$ cat src/rtl/irqf_pkg.sv
// Package of register map, field positions and carriers for the interrupt request flags
package irqf_pkg;
  localparam logic [7:0] FLAGS_A_OFFSET  = 8'h06;
  localparam logic [7:0] FLAGS_B_OFFSET  = 8'h07;
  localparam logic [7:0] ENABLE_A_OFFSET = 8'h08;
  localparam logic [7:0] ENABLE_B_OFFSET = 8'h09;
  localparam logic [7:0] COMMAND_OFFSET  = 8'h00;
  localparam logic [7:0] FLAGS_A_RESET   = 8'h00;
  localparam logic [7:0] FLAGS_B_RESET   = 8'h00;
  localparam logic [7:0] ENABLE_A_RESET  = 8'h00;
  localparam logic [7:0] ENABLE_B_RESET  = 8'h00;
  localparam int SET_BIT         = 7;
  localparam int FIFO_HIGH_BIT   = 6;
  localparam int FIFO_LOW_BIT    = 5;
  localparam int CMD_DONE_BIT    = 4;
  localparam int TX_DONE_BIT     = 3;
  localparam int RX_DONE_BIT     = 2;
  localparam int ERROR_BIT       = 1;
  localparam int FRAME_START_BIT = 0;
  localparam int GLOBAL_BIT      = 6;
  localparam int CARD_BIT        = 5;
  localparam int INVERT_BIT      = 7;
  localparam int PIN_GATE_BIT    = 6;
  localparam int DRIVE_SEL_BIT   = 7;
  localparam int TIMER_COUNT     = 5;
  localparam int A_FLAG_COUNT    = 7;
  localparam int B_FLAG_COUNT    = 6;
  localparam logic [7:0] A_FLAG_MASK = 8'h7F;
  localparam logic [7:0] B_FLAG_MASK = 8'h3F;
  localparam logic [3:0] CMD_IDLE    = 4'h0;

  typedef struct packed {
    logic       wr;
    logic       rd;
    logic [7:0] addr;
    logic [7:0] wdata;
  } irqf_bus_type;

  typedef struct packed {
    logic                   fifo_write_error;
    logic                   fifo_overflow_error;
    logic                   protocol_error;
    logic                   empty_send_error;
    logic                   integrity_error;
  } irqf_err_type;

  typedef struct packed {
    logic [7:0] flags_a;
    logic [7:0] flags_b;
    logic [7:0] enable_a;
    logic [7:0] enable_b;
    logic [7:0] rdata;
  } irqf_regs_type;

  typedef struct packed {
    logic       high_prev;
    logic       low_prev;
  } irqf_edge_type;

  typedef struct packed {
    logic       pin;
    logic       pin_oe_n;
  } irqf_pin_type;

  typedef enum logic [1:0] {
    CMD_ST_IDLE,
    CMD_ST_RUN
  } irqf_cmd_state_type;

  typedef struct packed {
    irqf_cmd_state_type state;
    logic [3:0]         command;
  } irqf_cmd_type;
endpackage : irqf_pkg

$ cat src/rtl/irqf_top.sv
// Interrupt request flags, enables and interrupt pin of the reader frontend
// Behaviour
// - Flags A write: ones in bits 6-0 set if bit7 high, else clear
// - Flags B write: ones in bits 5-0 set if bit7 high, else clear
// - Flags A register resets to zero
// - FIFO high status rising sets latched flag A bit 6
// - FIFO low status rising sets latched flag A bit 5
// - Command ending by itself sets command-done flag bit 4
// - Unknown command returns field to idle and sets command-done flag
// - Host writing idle command sets no command-done flag
// - Last transmitted bit sets transmit-done flag bit 3
// - Receiver end of stream sets receive-done flag bit 2
// - Write, overflow, protocol, empty-send or integrity error sets error flag
// - Start of frame or subcarrier sets frame-start flag bit 0
// - Global flag set while any enabled request flag is set
// - Card detection sets card-detect flag, flags B bit 5
// - Timer underflows set flags B bits 4 to 0
// - Enable A bit 7 inverts interrupt output polarity
// - Enable A bits 6-0 pass matching flags A into global request
// - Enable B bits 5-0 pass matching flags B into global request
// - Enable B bit 6 gates global request onto interrupt pin
// - Enable B bit 7 selects push-pull, else open-drain
// - High status when FIFO size minus fill is at most water level
`timescale 1ns/1ps
`default_nettype none
module irqf_top (
  input  wire logic                   i_clock,
  input  wire logic                   i_reset_n,
  input  wire irqf_pkg::irqf_bus_type i_bus,
  output logic [7:0]                  o_rdata,
  input  wire logic                   i_cmd_known,
  input  wire logic                   i_cmd_finished,
  output logic [3:0]                  o_command,
  input  wire logic                   i_fifo_size_small,
  input  wire logic [9:0]             i_fifo_fill_count,
  input  wire logic [8:0]             i_water_level,
  output logic                        o_fifo_high_status,
  output logic                        o_fifo_low_status,
  input  wire logic                   i_transmit_done,
  input  wire logic                   i_receive_done,
  input  wire irqf_pkg::irqf_err_type i_errors,
  input  wire logic                   i_frame_start,
  input  wire logic                   i_card_detect,
  input  wire logic [4:0]             i_timer_underflow,
  output logic                        o_global_request,
  output irqf_pkg::irqf_pin_type      o_irq_pin
);
  irqf_pkg::irqf_regs_type regs_ff;
  irqf_pkg::irqf_regs_type nxt_regs;
  irqf_pkg::irqf_pin_type  pin_ff;
  irqf_pkg::irqf_pin_type  nxt_pin;
  logic       fifo_high_event;
  logic       fifo_low_event;
  logic       command_done_event;
  logic       error_event;
  logic       cmd_write;
  logic [7:0] hw_set_a;
  logic [7:0] hw_set_b;
  logic [7:0] sw_set_a;
  logic [7:0] sw_clr_a;
  logic [7:0] sw_set_b;
  logic [7:0] sw_clr_b;
  logic [7:0] flags_a_next;
  logic [7:0] flags_b_low;
  logic       global_next;
  logic       level;

  assign cmd_write = i_bus.wr && (i_bus.addr == irqf_pkg::COMMAND_OFFSET);

  irqf_fifo_alert u_fifo_alert (
    .i_clock            (i_clock),
    .i_reset_n          (i_reset_n),
    .i_size_small       (i_fifo_size_small),
    .i_fill_count       (i_fifo_fill_count),
    .i_water_level      (i_water_level),
    .o_fifo_high_status (o_fifo_high_status),
    .o_fifo_low_status  (o_fifo_low_status),
    .o_fifo_high_event  (fifo_high_event),
    .o_fifo_low_event   (fifo_low_event)
  );

  irqf_cmd_track u_cmd_track (
    .i_clock              (i_clock),
    .i_reset_n            (i_reset_n),
    .i_cmd_write          (cmd_write),
    .i_cmd_code           (i_bus.wdata[3:0]),
    .i_cmd_known          (i_cmd_known),
    .i_cmd_finished       (i_cmd_finished),
    .o_command            (o_command),
    .o_command_done_event (command_done_event)
  );

  assign error_event = i_errors.fifo_write_error | i_errors.fifo_overflow_error |
                       i_errors.protocol_error | i_errors.empty_send_error |
                       i_errors.integrity_error;

  always_comb
  begin
    hw_set_a = 8'h00;
    hw_set_a[irqf_pkg::FIFO_HIGH_BIT]   = fifo_high_event;
    hw_set_a[irqf_pkg::FIFO_LOW_BIT]    = fifo_low_event;
    hw_set_a[irqf_pkg::CMD_DONE_BIT]    = command_done_event;
    hw_set_a[irqf_pkg::TX_DONE_BIT]     = i_transmit_done;
    hw_set_a[irqf_pkg::RX_DONE_BIT]     = i_receive_done;
    hw_set_a[irqf_pkg::ERROR_BIT]       = error_event;
    hw_set_a[irqf_pkg::FRAME_START_BIT] = i_frame_start;
    hw_set_b = {3'h0, i_timer_underflow};
    hw_set_b[irqf_pkg::CARD_BIT] = i_card_detect;
  end

  always_comb
  begin
    sw_set_a = 8'h00;
    sw_clr_a = 8'h00;
    sw_set_b = 8'h00;
    sw_clr_b = 8'h00;
    if (i_bus.wr && i_bus.addr == irqf_pkg::FLAGS_A_OFFSET)
    begin
      // Only written ones act; zeros keep the flag
      if (i_bus.wdata[irqf_pkg::SET_BIT])
        sw_set_a = i_bus.wdata & irqf_pkg::A_FLAG_MASK;
      else
        sw_clr_a = i_bus.wdata & irqf_pkg::A_FLAG_MASK;
    end
    else if (i_bus.wr && i_bus.addr == irqf_pkg::FLAGS_B_OFFSET)
    begin
      // Global bit is derived, so only bits 5-0 are writable
      if (i_bus.wdata[irqf_pkg::SET_BIT])
        sw_set_b = i_bus.wdata & irqf_pkg::B_FLAG_MASK;
      else
        sw_clr_b = i_bus.wdata & irqf_pkg::B_FLAG_MASK;
    end
  end

  always_comb
  begin
    nxt_regs = regs_ff;
    // Hardware set wins over a same-cycle clear
    flags_a_next = ((regs_ff.flags_a & ~sw_clr_a) | sw_set_a | hw_set_a) &
                   irqf_pkg::A_FLAG_MASK;
    flags_b_low  = ((regs_ff.flags_b & ~sw_clr_b) | sw_set_b | hw_set_b) &
                   irqf_pkg::B_FLAG_MASK;
    if (i_bus.wr && i_bus.addr == irqf_pkg::ENABLE_A_OFFSET)
      nxt_regs.enable_a = i_bus.wdata;
    else if (i_bus.wr && i_bus.addr == irqf_pkg::ENABLE_B_OFFSET)
      nxt_regs.enable_b = i_bus.wdata;
    // Global from next flags and next enables
    global_next = |(flags_a_next & nxt_regs.enable_a & irqf_pkg::A_FLAG_MASK) |
                  |(flags_b_low & nxt_regs.enable_b & irqf_pkg::B_FLAG_MASK);
    nxt_regs.flags_a = flags_a_next;
    nxt_regs.flags_b = flags_b_low;
    nxt_regs.flags_b[irqf_pkg::GLOBAL_BIT] = global_next;
    // Read data; set bits read as zero
    if (!i_bus.rd)
      nxt_regs.rdata = regs_ff.rdata;
    else if (i_bus.addr == irqf_pkg::FLAGS_A_OFFSET)
      nxt_regs.rdata = regs_ff.flags_a & irqf_pkg::A_FLAG_MASK;
    else if (i_bus.addr == irqf_pkg::FLAGS_B_OFFSET)
      nxt_regs.rdata = regs_ff.flags_b & 8'h7F;
    else if (i_bus.addr == irqf_pkg::ENABLE_A_OFFSET)
      nxt_regs.rdata = regs_ff.enable_a;
    else if (i_bus.addr == irqf_pkg::ENABLE_B_OFFSET)
      nxt_regs.rdata = regs_ff.enable_b;
    else
      nxt_regs.rdata = 8'h00;
  end

  always_comb
  begin
    // Request level gated and polarity adjusted
    level = regs_ff.flags_b[irqf_pkg::GLOBAL_BIT] &
            regs_ff.enable_b[irqf_pkg::PIN_GATE_BIT];
    level = level ^ regs_ff.enable_a[irqf_pkg::INVERT_BIT];
    nxt_pin.pin = level;
    // Open drain releases the pin for a high level
    if (regs_ff.enable_b[irqf_pkg::DRIVE_SEL_BIT])
      nxt_pin.pin_oe_n = 1'b0;
    else
      nxt_pin.pin_oe_n = level;
  end

  always_ff @(posedge i_clock or negedge i_reset_n)
  begin
    if (!i_reset_n)
    begin
      regs_ff.flags_a  <= irqf_pkg::FLAGS_A_RESET;
      regs_ff.flags_b  <= irqf_pkg::FLAGS_B_RESET;
      regs_ff.enable_a <= irqf_pkg::ENABLE_A_RESET;
      regs_ff.enable_b <= irqf_pkg::ENABLE_B_RESET;
      regs_ff.rdata    <= 8'h00;
      pin_ff           <= '{pin: 1'b0, pin_oe_n: 1'b1};
    end
    else
    begin
      regs_ff <= nxt_regs;
      pin_ff  <= nxt_pin;
    end
  end

  assign o_rdata          = regs_ff.rdata;
  assign o_global_request = regs_ff.flags_b[irqf_pkg::GLOBAL_BIT];
  assign o_irq_pin        = pin_ff;

  property p_reset_zero;
    @(posedge i_clock) $rose(i_reset_n) |-> regs_ff.flags_a == 8'h00;
  endproperty
  a_reset_zero: assert property (p_reset_zero) else $error("flags A not zero");

  property p_set_a;
    @(posedge i_clock) disable iff (!i_reset_n)
      i_bus.wr && i_bus.addr == 8'h06 && i_bus.wdata[7] |=> (regs_ff.flags_a &
      $past(i_bus.wdata) & 8'h7F) == ($past(i_bus.wdata) & 8'h7F);
  endproperty
  a_set_a: assert property (p_set_a) else $error("flags A set failed");

  property p_clr_b;
    @(posedge i_clock) disable iff (!i_reset_n)
      i_bus.wr && i_bus.addr == 8'h07 && !i_bus.wdata[7] && hw_set_b == 8'h00
      |=> (regs_ff.flags_b & $past(i_bus.wdata) & 8'h3F) == 8'h00;
  endproperty
  a_clr_b: assert property (p_clr_b) else $error("flags B clear failed");

  property p_zero_keeps;
    @(posedge i_clock) disable iff (!i_reset_n)
      i_bus.wr && i_bus.addr == 8'h06 |=>
      ((regs_ff.flags_a ^ $past(regs_ff.flags_a)) & ~$past(i_bus.wdata) &
      ~$past(hw_set_a) & 8'h7F) == 8'h00;
  endproperty
  a_zero_keeps: assert property (p_zero_keeps) else $error("unwritten flag changed");

  property p_hw_latch;
    @(posedge i_clock) disable iff (!i_reset_n)
      i_transmit_done ##1 !(i_bus.wr && i_bus.addr == 8'h06) [*2] |->
      regs_ff.flags_a[3];
  endproperty
  a_hw_latch: assert property (p_hw_latch) else $error("transmit flag lost");

  property p_global;
    @(posedge i_clock) disable iff (!i_reset_n)
      o_global_request == (|(regs_ff.flags_a & regs_ff.enable_a & 8'h7F) |
      |(regs_ff.flags_b & regs_ff.enable_b & 8'h3F));
  endproperty
  a_global: assert property (p_global) else $error("global request mismatch");

  property p_pin_level;
    @(posedge i_clock) disable iff (!i_reset_n)
      ##1 o_irq_pin.pin == $past((o_global_request & regs_ff.enable_b[6]) ^
      regs_ff.enable_a[7]);
  endproperty
  a_pin_level: assert property (p_pin_level) else $error("pin level wrong");

  property p_open_drain;
    @(posedge i_clock) disable iff (!i_reset_n)
      !$past(regs_ff.enable_b[7]) && o_irq_pin.pin |-> o_irq_pin.pin_oe_n;
  endproperty
  a_open_drain: assert property (p_open_drain) else $error("open drain drove high");

  property p_no_idle_event;
    @(posedge i_clock) disable iff (!i_reset_n)
      cmd_write && i_bus.wdata[3:0] == 4'h0 |-> !command_done_event;
  endproperty
  a_no_idle_event: assert property (p_no_idle_event) else $error("idle write flagged");

  property p_fifo_high_set;
    @(posedge i_clock) disable iff (!i_reset_n)
      $rose(o_fifo_high_status) |=> regs_ff.flags_a[6];
  endproperty
  a_fifo_high_set: assert property (p_fifo_high_set) else $error("high flag not set");

  property p_fifo_low_set;
    @(posedge i_clock) disable iff (!i_reset_n)
      $rose(o_fifo_low_status) |=> regs_ff.flags_a[5];
  endproperty
  a_fifo_low_set: assert property (p_fifo_low_set) else $error("low flag not set");

  property p_flags_a_latched;
    @(posedge i_clock) disable iff (!i_reset_n)
      !(i_bus.wr && i_bus.addr == 8'h06) |=>
      (regs_ff.flags_a & $past(regs_ff.flags_a)) == $past(regs_ff.flags_a);
  endproperty
  a_flags_a_latched: assert property (p_flags_a_latched) else $error("flag A dropped");

  property p_cmd_done_set;
    @(posedge i_clock) disable iff (!i_reset_n)
      i_cmd_finished && !cmd_write && o_command != 4'h0 |=>
      regs_ff.flags_a[4] && o_command == 4'h0;
  endproperty
  a_cmd_done_set: assert property (p_cmd_done_set) else $error("command end missed");

  property p_unknown_cmd;
    @(posedge i_clock) disable iff (!i_reset_n)
      cmd_write && i_bus.wdata[3:0] != 4'h0 && !i_cmd_known |=>
      regs_ff.flags_a[4] && o_command == 4'h0;
  endproperty
  a_unknown_cmd: assert property (p_unknown_cmd) else $error("unknown command kept");

  property p_rx_done_set;
    @(posedge i_clock) disable iff (!i_reset_n)
      i_receive_done |=> regs_ff.flags_a[2];
  endproperty
  a_rx_done_set: assert property (p_rx_done_set) else $error("receive flag not set");

  property p_error_set;
    @(posedge i_clock) disable iff (!i_reset_n)
      (|i_errors) |=> regs_ff.flags_a[1];
  endproperty
  a_error_set: assert property (p_error_set) else $error("error flag not set");

  property p_frame_start_set;
    @(posedge i_clock) disable iff (!i_reset_n)
      i_frame_start |=> regs_ff.flags_a[0];
  endproperty
  a_frame_start_set: assert property (p_frame_start_set) else $error("frame flag not set");

  property p_card_set;
    @(posedge i_clock) disable iff (!i_reset_n)
      i_card_detect |=> regs_ff.flags_b[5];
  endproperty
  a_card_set: assert property (p_card_set) else $error("card flag not set");

  property p_timer_set;
    @(posedge i_clock) disable iff (!i_reset_n)
      (|i_timer_underflow) |=>
      (regs_ff.flags_b[4:0] & $past(i_timer_underflow)) == $past(i_timer_underflow);
  endproperty
  a_timer_set: assert property (p_timer_set) else $error("timer flag not set");

  property p_rd_bit7_zero;
    @(posedge i_clock) disable iff (!i_reset_n)
      i_bus.rd && (i_bus.addr == 8'h06 || i_bus.addr == 8'h07) |=> !o_rdata[7];
  endproperty
  a_rd_bit7_zero: assert property (p_rd_bit7_zero) else $error("bit 7 read back");

  property p_pin_gated;
    @(posedge i_clock) disable iff (!i_reset_n)
      !$past(regs_ff.enable_b[6]) |-> o_irq_pin.pin == $past(regs_ff.enable_a[7]);
  endproperty
  a_pin_gated: assert property (p_pin_gated) else $error("gated pin not idle");

  property p_push_pull;
    @(posedge i_clock) disable iff (!i_reset_n)
      $past(regs_ff.enable_b[7]) |-> !o_irq_pin.pin_oe_n;
  endproperty
  a_push_pull: assert property (p_push_pull) else $error("push-pull not driving");

  c_global: cover property (@(posedge i_clock) disable iff (!i_reset_n) $rose(o_global_request));
  c_cmd: cover property (@(posedge i_clock) disable iff (!i_reset_n) command_done_event);
  c_card: cover property (@(posedge i_clock) disable iff (!i_reset_n) regs_ff.flags_b[5]);
  c_unknown: cover property (@(posedge i_clock) disable iff (!i_reset_n) cmd_write && !i_cmd_known);
  c_high: cover property (@(posedge i_clock) disable iff (!i_reset_n) $rose(o_fifo_high_status));
endmodule : irqf_top
`default_nettype wire

$ cat src/rtl/irqf_fifo_alert.sv
// FIFO high and low alert status with rising-edge events
`timescale 1ns/1ps
`default_nettype none
module irqf_fifo_alert (
  input  wire logic       i_clock,
  input  wire logic       i_reset_n,
  input  wire logic       i_size_small,
  input  wire logic [9:0] i_fill_count,
  input  wire logic [8:0] i_water_level,
  output logic            o_fifo_high_status,
  output logic            o_fifo_low_status,
  output logic            o_fifo_high_event,
  output logic            o_fifo_low_event
);
  irqf_pkg::irqf_edge_type state_ff;
  irqf_pkg::irqf_edge_type nxt_state;
  logic [10:0] size_words;
  logic [10:0] room;
  logic [10:0] level;

  always_comb
  begin
    size_words = i_size_small ? 11'h0FF : 11'h200;
    level      = i_size_small ? {3'h0, i_water_level[7:0]} : {2'h0, i_water_level};
    room       = size_words - {1'h0, i_fill_count};
    o_fifo_high_status = (room <= level);
    o_fifo_low_status  = ({1'h0, i_fill_count} <= level);
    nxt_state.high_prev = o_fifo_high_status;
    nxt_state.low_prev  = o_fifo_low_status;
    o_fifo_high_event   = o_fifo_high_status & ~state_ff.high_prev;
    o_fifo_low_event    = o_fifo_low_status & ~state_ff.low_prev;
  end

  always_ff @(posedge i_clock or negedge i_reset_n)
  begin
    if (!i_reset_n)
      state_ff <= '0;
    else
      state_ff <= nxt_state;
  end
endmodule : irqf_fifo_alert
`default_nettype wire

$ cat src/rtl/irqf_cmd_track.sv
// Command field tracker that flags self-terminated and unknown commands
`timescale 1ns/1ps
`default_nettype none
module irqf_cmd_track (
  input  wire logic       i_clock,
  input  wire logic       i_reset_n,
  input  wire logic       i_cmd_write,
  input  wire logic [3:0] i_cmd_code,
  input  wire logic       i_cmd_known,
  input  wire logic       i_cmd_finished,
  output logic [3:0]      o_command,
  output logic            o_command_done_event
);
  irqf_pkg::irqf_cmd_type state_ff;
  irqf_pkg::irqf_cmd_type nxt_state;

  always_comb
  begin
    nxt_state            = state_ff;
    o_command_done_event = 1'b0;
    case (state_ff.state)
      irqf_pkg::CMD_ST_IDLE:
      begin
        if (i_cmd_write && i_cmd_code != irqf_pkg::CMD_IDLE)
        begin
          if (i_cmd_known)
          begin
            nxt_state.state   = irqf_pkg::CMD_ST_RUN;
            nxt_state.command = i_cmd_code;
          end
          else
            o_command_done_event = 1'b1;
        end
      end
      default:
      begin
        if (i_cmd_write && i_cmd_code == irqf_pkg::CMD_IDLE)
        begin
          // Host abort: no event
          nxt_state.state   = irqf_pkg::CMD_ST_IDLE;
          nxt_state.command = irqf_pkg::CMD_IDLE;
        end
        else if (i_cmd_write && !i_cmd_known)
        begin
          nxt_state.state      = irqf_pkg::CMD_ST_IDLE;
          nxt_state.command    = irqf_pkg::CMD_IDLE;
          o_command_done_event = 1'b1;
        end
        else if (i_cmd_write)
          nxt_state.command = i_cmd_code;
        else if (i_cmd_finished)
        begin
          nxt_state.state      = irqf_pkg::CMD_ST_IDLE;
          nxt_state.command    = irqf_pkg::CMD_IDLE;
          o_command_done_event = 1'b1;
        end
      end
    endcase
    o_command = state_ff.command;
  end

  always_ff @(posedge i_clock or negedge i_reset_n)
  begin
    if (!i_reset_n)
      state_ff <= '{state: irqf_pkg::CMD_ST_IDLE, command: irqf_pkg::CMD_IDLE};
    else
      state_ff <= nxt_state;
  end
endmodule : irqf_cmd_track
`default_nettype wire

$ cat config.mk
export PLATFORM = sky130hd
export DESIGN_NAME = irqf_top
export DESIGN_NICKNAME = d
export VERILOG_FILES = /design/src/rtl/irqf_pkg.sv /design/src/rtl/irqf_top.sv /design/src/rtl/irqf_fifo_alert.sv /design/src/rtl/irqf_cmd_track.sv
export SDC_FILE = /design/constraint.sdc
export NUM_CORES = 1
export LEC_CHECK = 0
export BUFFER_PORTS_ARGS = -buffer_cell sky130_fd_sc_hd__buf_4
export CAP_MARGIN = 10
export CORE_MARGIN = 10
export CORE_UTILIZATION = 52
export DETAILED_ROUTE_END_ITERATION = 12
export GPL_TIMING_DRIVEN = 0
export PLACE_DENSITY_LB_ADDON = 0.1
export SLEW_MARGIN = 20
export SYNTH_ARGS = -nofsm -noshare
export SYNTH_HDL_FRONTEND = slang
export SYNTH_SLANG_ARGS = --single-unit
$ cat constraint.sdc
create_clock -name i_clock -period 3.73 [get_ports i_clock]
set_input_delay 0 -clock i_clock [delete_from_list [all_inputs] [get_ports i_clock]]
set_output_delay 0 -clock i_clock [all_outputs]
set_load 0.01 [all_outputs]
After elaboration in Yosys (flattened, before gate mapping)

Index checks and enable logic that the tools add are counted.
Widths: inputs -> output; s select.

Memories: 0
RAM bits: 0
Memory bits (read-only): 0
Input port bits: 56
Bits in registers: 48
Latch bits: 0

Equal/unequal tests: 7
$mul: 0
Bitwise gates (word level): 21
$add $sub $neg: 1
Shift-type cells: 0
Div/mod/pow operators: 0
Reduce and logical (&&, ||, !) cells: 19
Muxes and demuxes: 35
Magnitude comparators: 2

Operator list:

| kind               | number |
|---|---|
| $mux 6             | 12 |
| $mux 8             | 7 |
| $mux 7             | 4 |
| $eq 8x3->1 const B | 2 |
| $eq 8x4->1 const B | 2 |
| $and 7x7->7        | 2 |
| $or 7x7->7         | 2 |
| $and 6x6->6        | 2 |
| $or 6x6->6         | 2 |
| $le 10x11->1       | 1 |
| $le 11x11->1       | 1 |
| $sub 11x10->11     | 1 |
| $mux 10            | 1 |
| $mux 9             | 1 |
| $logic_and 1x1->1  | 8 |
| $logic_not 8->1    | 1 |
| $mux 1             | 8 |
| $reduce_bool 4->1  | 2 |
| $not 7->7          | 1 |
| $reduce_or 7->1    | 1 |
| $not 6->6          | 1 |
| $reduce_or 6->1    | 1 |
| $or 1x1->1         | 5 |
| $reduce_bool 5->1  | 1 |
| 13 further kinds   | 16 |

Longest topological paths before layout

Depth in word-level cells: 11
Depth in mapped cells: 14
Gate-level depth less buffers: 14

Cells and area by module

Synthesis repeated with hierarchy kept, for this count alone.

Cells, all modules: 373
Area total of the unflattened synthesis: 3478.3 sq um

By module, submodules not included:

| module          | times used | area an instance (sq um) | cells an instance |
|---|---|---|---|
| irqf_top        | 1          | 2202.1                   | 216 |
| irqf_fifo_alert | 1          | 1006.0                   | 133 |
| irqf_cmd_track  | 1          | 270.3                    | 24 |

Worst setup path after synthesis

OpenSTA, ideal clock, no wires.

Kind: in2reg
Start point: input port i_fifo_size_small
End point: register regs_ff (netlist bit o_global_request)
Path buffers: 0
Stages: 13
Arrival: 2337 ps
Setup slack: 1290 ps
Setup time: 104 ps
Required time: 3626 ps
Path through: inv_1 -> ha_1 -> fa_1 -> inv_1 -> a21o_1 -> a41o_1 -> o41ai_1 -> xor2_1 -> ha_1 -> a21o_1 -> a31oi_1 -> o211ai_1 -> o311ai_1

Longest elaborated chain between the ends: 8
Elaborated cells on any way between the ends: 11
Classes of those cells: add/sub: 1; order compare: 2; mux: 2; bitwise: 5; reduce/logical: 1

RTL lines:

| what                   | line                  | text |
|---|---|---|
| start: declaration     | irqf_top.sv:34        | `input wire logic i_fifo_size_small,` |
| $mux 10                | irqf_fifo_alert.sv:23 | `size_words = i_size_small ? 11'h0FF : 11'h200;` |
| $sub 11x10->11         | irqf_fifo_alert.sv:25 | `room = size_words - {1'h0, i_fill_count};` |
| $le 11x11->1           | irqf_fifo_alert.sv:26 | `o_fifo_high_status = (room <= level);` |
| $and 1x1->1            | irqf_fifo_alert.sv:30 | `o_fifo_high_event = o_fifo_high_status & ~state_ff.high_prev;` |
| $or 7x7->7 (*)         | irqf_top.sv:139       | `flags_a_next = ((regs_ff.flags_a & ~sw_clr_a) \| sw_set_a \| hw_set_a) &` |
| $and 7x7->7 (*)        | irqf_top.sv:148       | `global_next = \|(flags_a_next & nxt_regs.enable_a & irqf_pkg::A_FLAG_MASK) \|` |
| $reduce_or 7->1 (*)    | irqf_top.sv:148       |  |
| $or 1x1->1 (*)         | irqf_top.sv:149       | `\|(flags_b_low & nxt_regs.enable_b & irqf_pkg::B_FLAG_MASK);` |
| net global_next        | irqf_top.sv:65        | `logic global_next;` |
| end signal: assignment | irqf_top.sv:195       | `regs_ff <= nxt_regs;` |
| end: declaration       | irqf_top.sv:48        | `irqf_pkg::irqf_regs_type regs_ff;` |

Mark *: on every way through the listed nets, which the timed path passes. The rest lies on a longest branch.
A chain may end at the register's enable or synchronous reset.

Worst setup path after layout

Start point: input port i_fifo_size_small
End point: output port o_fifo_high_status

Longest elaborated chain between the ends: 3
Elaborated cells on any way between the ends: 4
Classes of those cells: add/sub: 1; order compare: 1; mux: 2

RTL lines:

| what             | line                  | text |
|---|---|---|
| $mux 10          | irqf_fifo_alert.sv:23 |  |
| $sub 11x10->11   | irqf_fifo_alert.sv:25 |  |
| $le 11x11->1 (*) | irqf_fifo_alert.sv:26 |  |
| end: declaration | irqf_top.sv:37        | `output logic o_fifo_high_status,` |

Mark *: on every way between the ends. The rest lies on a longest branch, timed or not.

==> results.cfg <==
[clock_network]
cts_tree = done
cts_buffers = 5
cts_htree_levels = 2
insertion_delay_ns = 0.30
max-clock-path-buffers = 2
root_buffer = clkbuf_8
path_clk_slew_ns = 0.08
cts_resized = 0
clock-sinks = 47

[flow_run]
max_cap_violations = 0

[hold_path]
whs_endpoint = u_cmd_track.o_command[1]
worstHoldPathType = input pin to register
min_from = i_bus[1]
holdPathStages = 2

[sta]
timing.final.crit_share = 0.770
clock.fmax_mhz = 348
slew_headroom = 0.602
slew_violations = 0
min_period_ns = 2.87
finalHoldViolCount = 0
finClkSkew_ns = 0.00574
tightest_slew_ns = 0.591
fin_setup_tns_ns = 0
setup_viol = 0
setup_ws_ns = 0.858
rsz0062_at_grt = no

[critical_path]
cpPeakStageDelay_ns = 0.43
r2r_end = o_global_request
critPathTopFamily = compound AO/OA/AOI/OAI gates
required_ns = 3.73
worstReg2RegStart = regs_ff[28]
r2r_cells = 7
cp.arrival_ns = 2.87
crit_path_cell_trace = buf_4 > inv_1 > ha_1 > fa_1 > inv_1 > a21o_1 > a41o_1 > o41ai_1 > xor2_1 > ha_1 > a21o_1 > a31oi_1 > o211ai_1 > inv_1 > buf_4
slowest_stage = o41ai_1
critPathCaptureType = output pin
critPathMaxFanout = 8
regToRegSetupSlack_ns = 1.99
path_buf_inv = 5
cp-start-kind = input pin
crit_top_cell = inv_1
worstSetupPathType = input pin to output pin

[drt]
routed-via-count = 2831
wl_met1_um = 3520
avgViaCountPerCell = 5.55
detail-route-antenna-nets = 0
routed_wl_um = 8440
wl_met3_um = 412
first_pass_iters = 4
wl_met2_um = 4410
drt_iter0_markers = 141
wl_per_cell_um = 16.5
drc = 0
top_layer = met4

[floorplan]
design.core.area_um2 = 6030
ioPinCount = 73
die_x_um = 99.7
die_area_um2 = 9930
die_height_um = 99.7
initial_core_util = 0.548
rows = 28

[outcome]
status = finished clean

[synthesis]
ys_types = 60
synthesis.nets = 425
synth_largest_area_cell = dfrtp_1
synthArstFlopShare = 1.00
synth.avg_cell_area_um2 = 9.68
synthesis.instances = 341
synth_area_um2 = 3300
synth_area_leaders = dfrtp_1 (35%), ha_1 (10%), mux2_2 (5.8%), mux2i_1 (4.6%), inv_1 (3.4%)
synth_seq_cells = 47
synth-edff-count = 0
ys_seq_area_frac = 0.357
synth_top_cell_area_share = 0.349
synth_ff_type = dfrtp_1
yosys_warnings = 0

[finish]
nNetsFinal = 518
layout-area-overhead-vs-synth_pct = 26.1
fillers = 502
register_area_um2 = 1180
antenna_cells = 0
final_core_util = 0.690
multi_input_area_um2 = 1860
layout_common_cells = buf_4 (83), dfrtp_1 (46), inv_1 (30)
drive_gt1_frac = 0.276
layout_commonest_cell = buf_4

[placement]
dp_hpwl_um = 6770
port_buffers = 70
gp_congestion = 0.862
pre_cts_slack_ns = 0.700

[power]
powerDensity_nw_per_um2 = 285
p_leak_nw = 2.10
ir_drop_uv = 161

[global_routing]
grtUsageTotal = 0.168
gr-total-overflow = 0
antenna_found_initial = 0
grt_pass1_vias = 2954
grt_max_degree = 48
grt_first_pass_wirelength_um = 14000
power by group:
group,internal (W),switching [W]
logic,0.000171,0.000165
registers,0.000535,0.0000159
clock network,0.000132,0.000168
total,0.000839,0.000349
cell usage after synthesis, types with 5 or more instances:
cell type  count
o21ai_0       10
clkbuf_1       6
nand4_1        7
buf_4         13
a21oi_1       15
and3_1         6
xnor2_1        6
a21o_1         5
a22o_1        10
mux2i_1       15
nor2_1        23
ha_1          27
mux2_2        17
nand2_1       29
a211oi_1       9
inv_1         30
dfrtp_1       46
routing by layer:
metal / GRT usage / up-vias
met5: 0 / -
met4: 0.0441 / 0
met3: 0.0353 / 8
met2: 0.310 / 58
met1: 0.189 / 1358
li1: - / 1407
sequential cells by signal (all words and copies together) (netlist names):
register               flops
o_irq_pin                  2
regs_ff                   29
u_cmd_track.o_command      4
u_fifo_alert.state_ff      2
u_cmd_track.state_ff       1
o_rdata                    8
o_global_request           1
how the worst max path moves through the flow:
| stage | from | to | slack [ns] | cells after the start |
|---|---|---|---|---|
| floorplan | i_fifo_size_small | o_global_request | 1.29 | 13 |
| global placement | i_fifo_size_small | o_global_request | 0.73 | 14 |
| detailed placement | i_fifo_size_small | o_global_request | 0.70 | 14 |
| CTS | i_fifo_size_small | o_fifo_high_status | 0.84 | 15 |
| global route | i_fifo_size_small | o_fifo_high_status | 0.59 | 15 |
| finish | i_fifo_size_small | o_fifo_high_status | 0.86 | 15 |
kinds of logic after synthesis:
family                     count (synthesis)  synth area share
buffers and inverters                     53            0.0804
and+or+nand+nor                           93             0.152
AOI/OAI and AO/OA                         80             0.177
muxes                                     32             0.104
adders and majority gates                 28             0.108
xor gates and xnor gates                   8            0.0212
DFF                                       47             0.357
final cells by class:
type	instances	area share
clock buffer	7	0.0183
inverter	30	0.0271
multi-input combinational	241	0.446
clock inverter	1	0.00120
timing repair buffer	86	0.165
sequential	47	0.283
tap	75	0.0226
buffer	23	0.0367
through the flow:
stage	total power [W]	hold slack (ns)	std cells	area (µm²)
after floorplan	0.000747	-0.296	341	3300
after global placement	0.000877	0.0390	486	3920
after detailed placement	0.000887	0.0481	486	3920
after CTS	0.00120	0.00208	510	4160
after global routing	0.00125	0.0161	510	4160
final	0.00119	0.00436	510	4160
repair_timing:
| item | in CTS | in global routing |
|---|---|---|
| hold endpoints to repair | 62 | 0 |
| hold buffers | 16 | 0 |
| setup buffers | 0 | 0 |
Power figures use the tool's default switching activity.
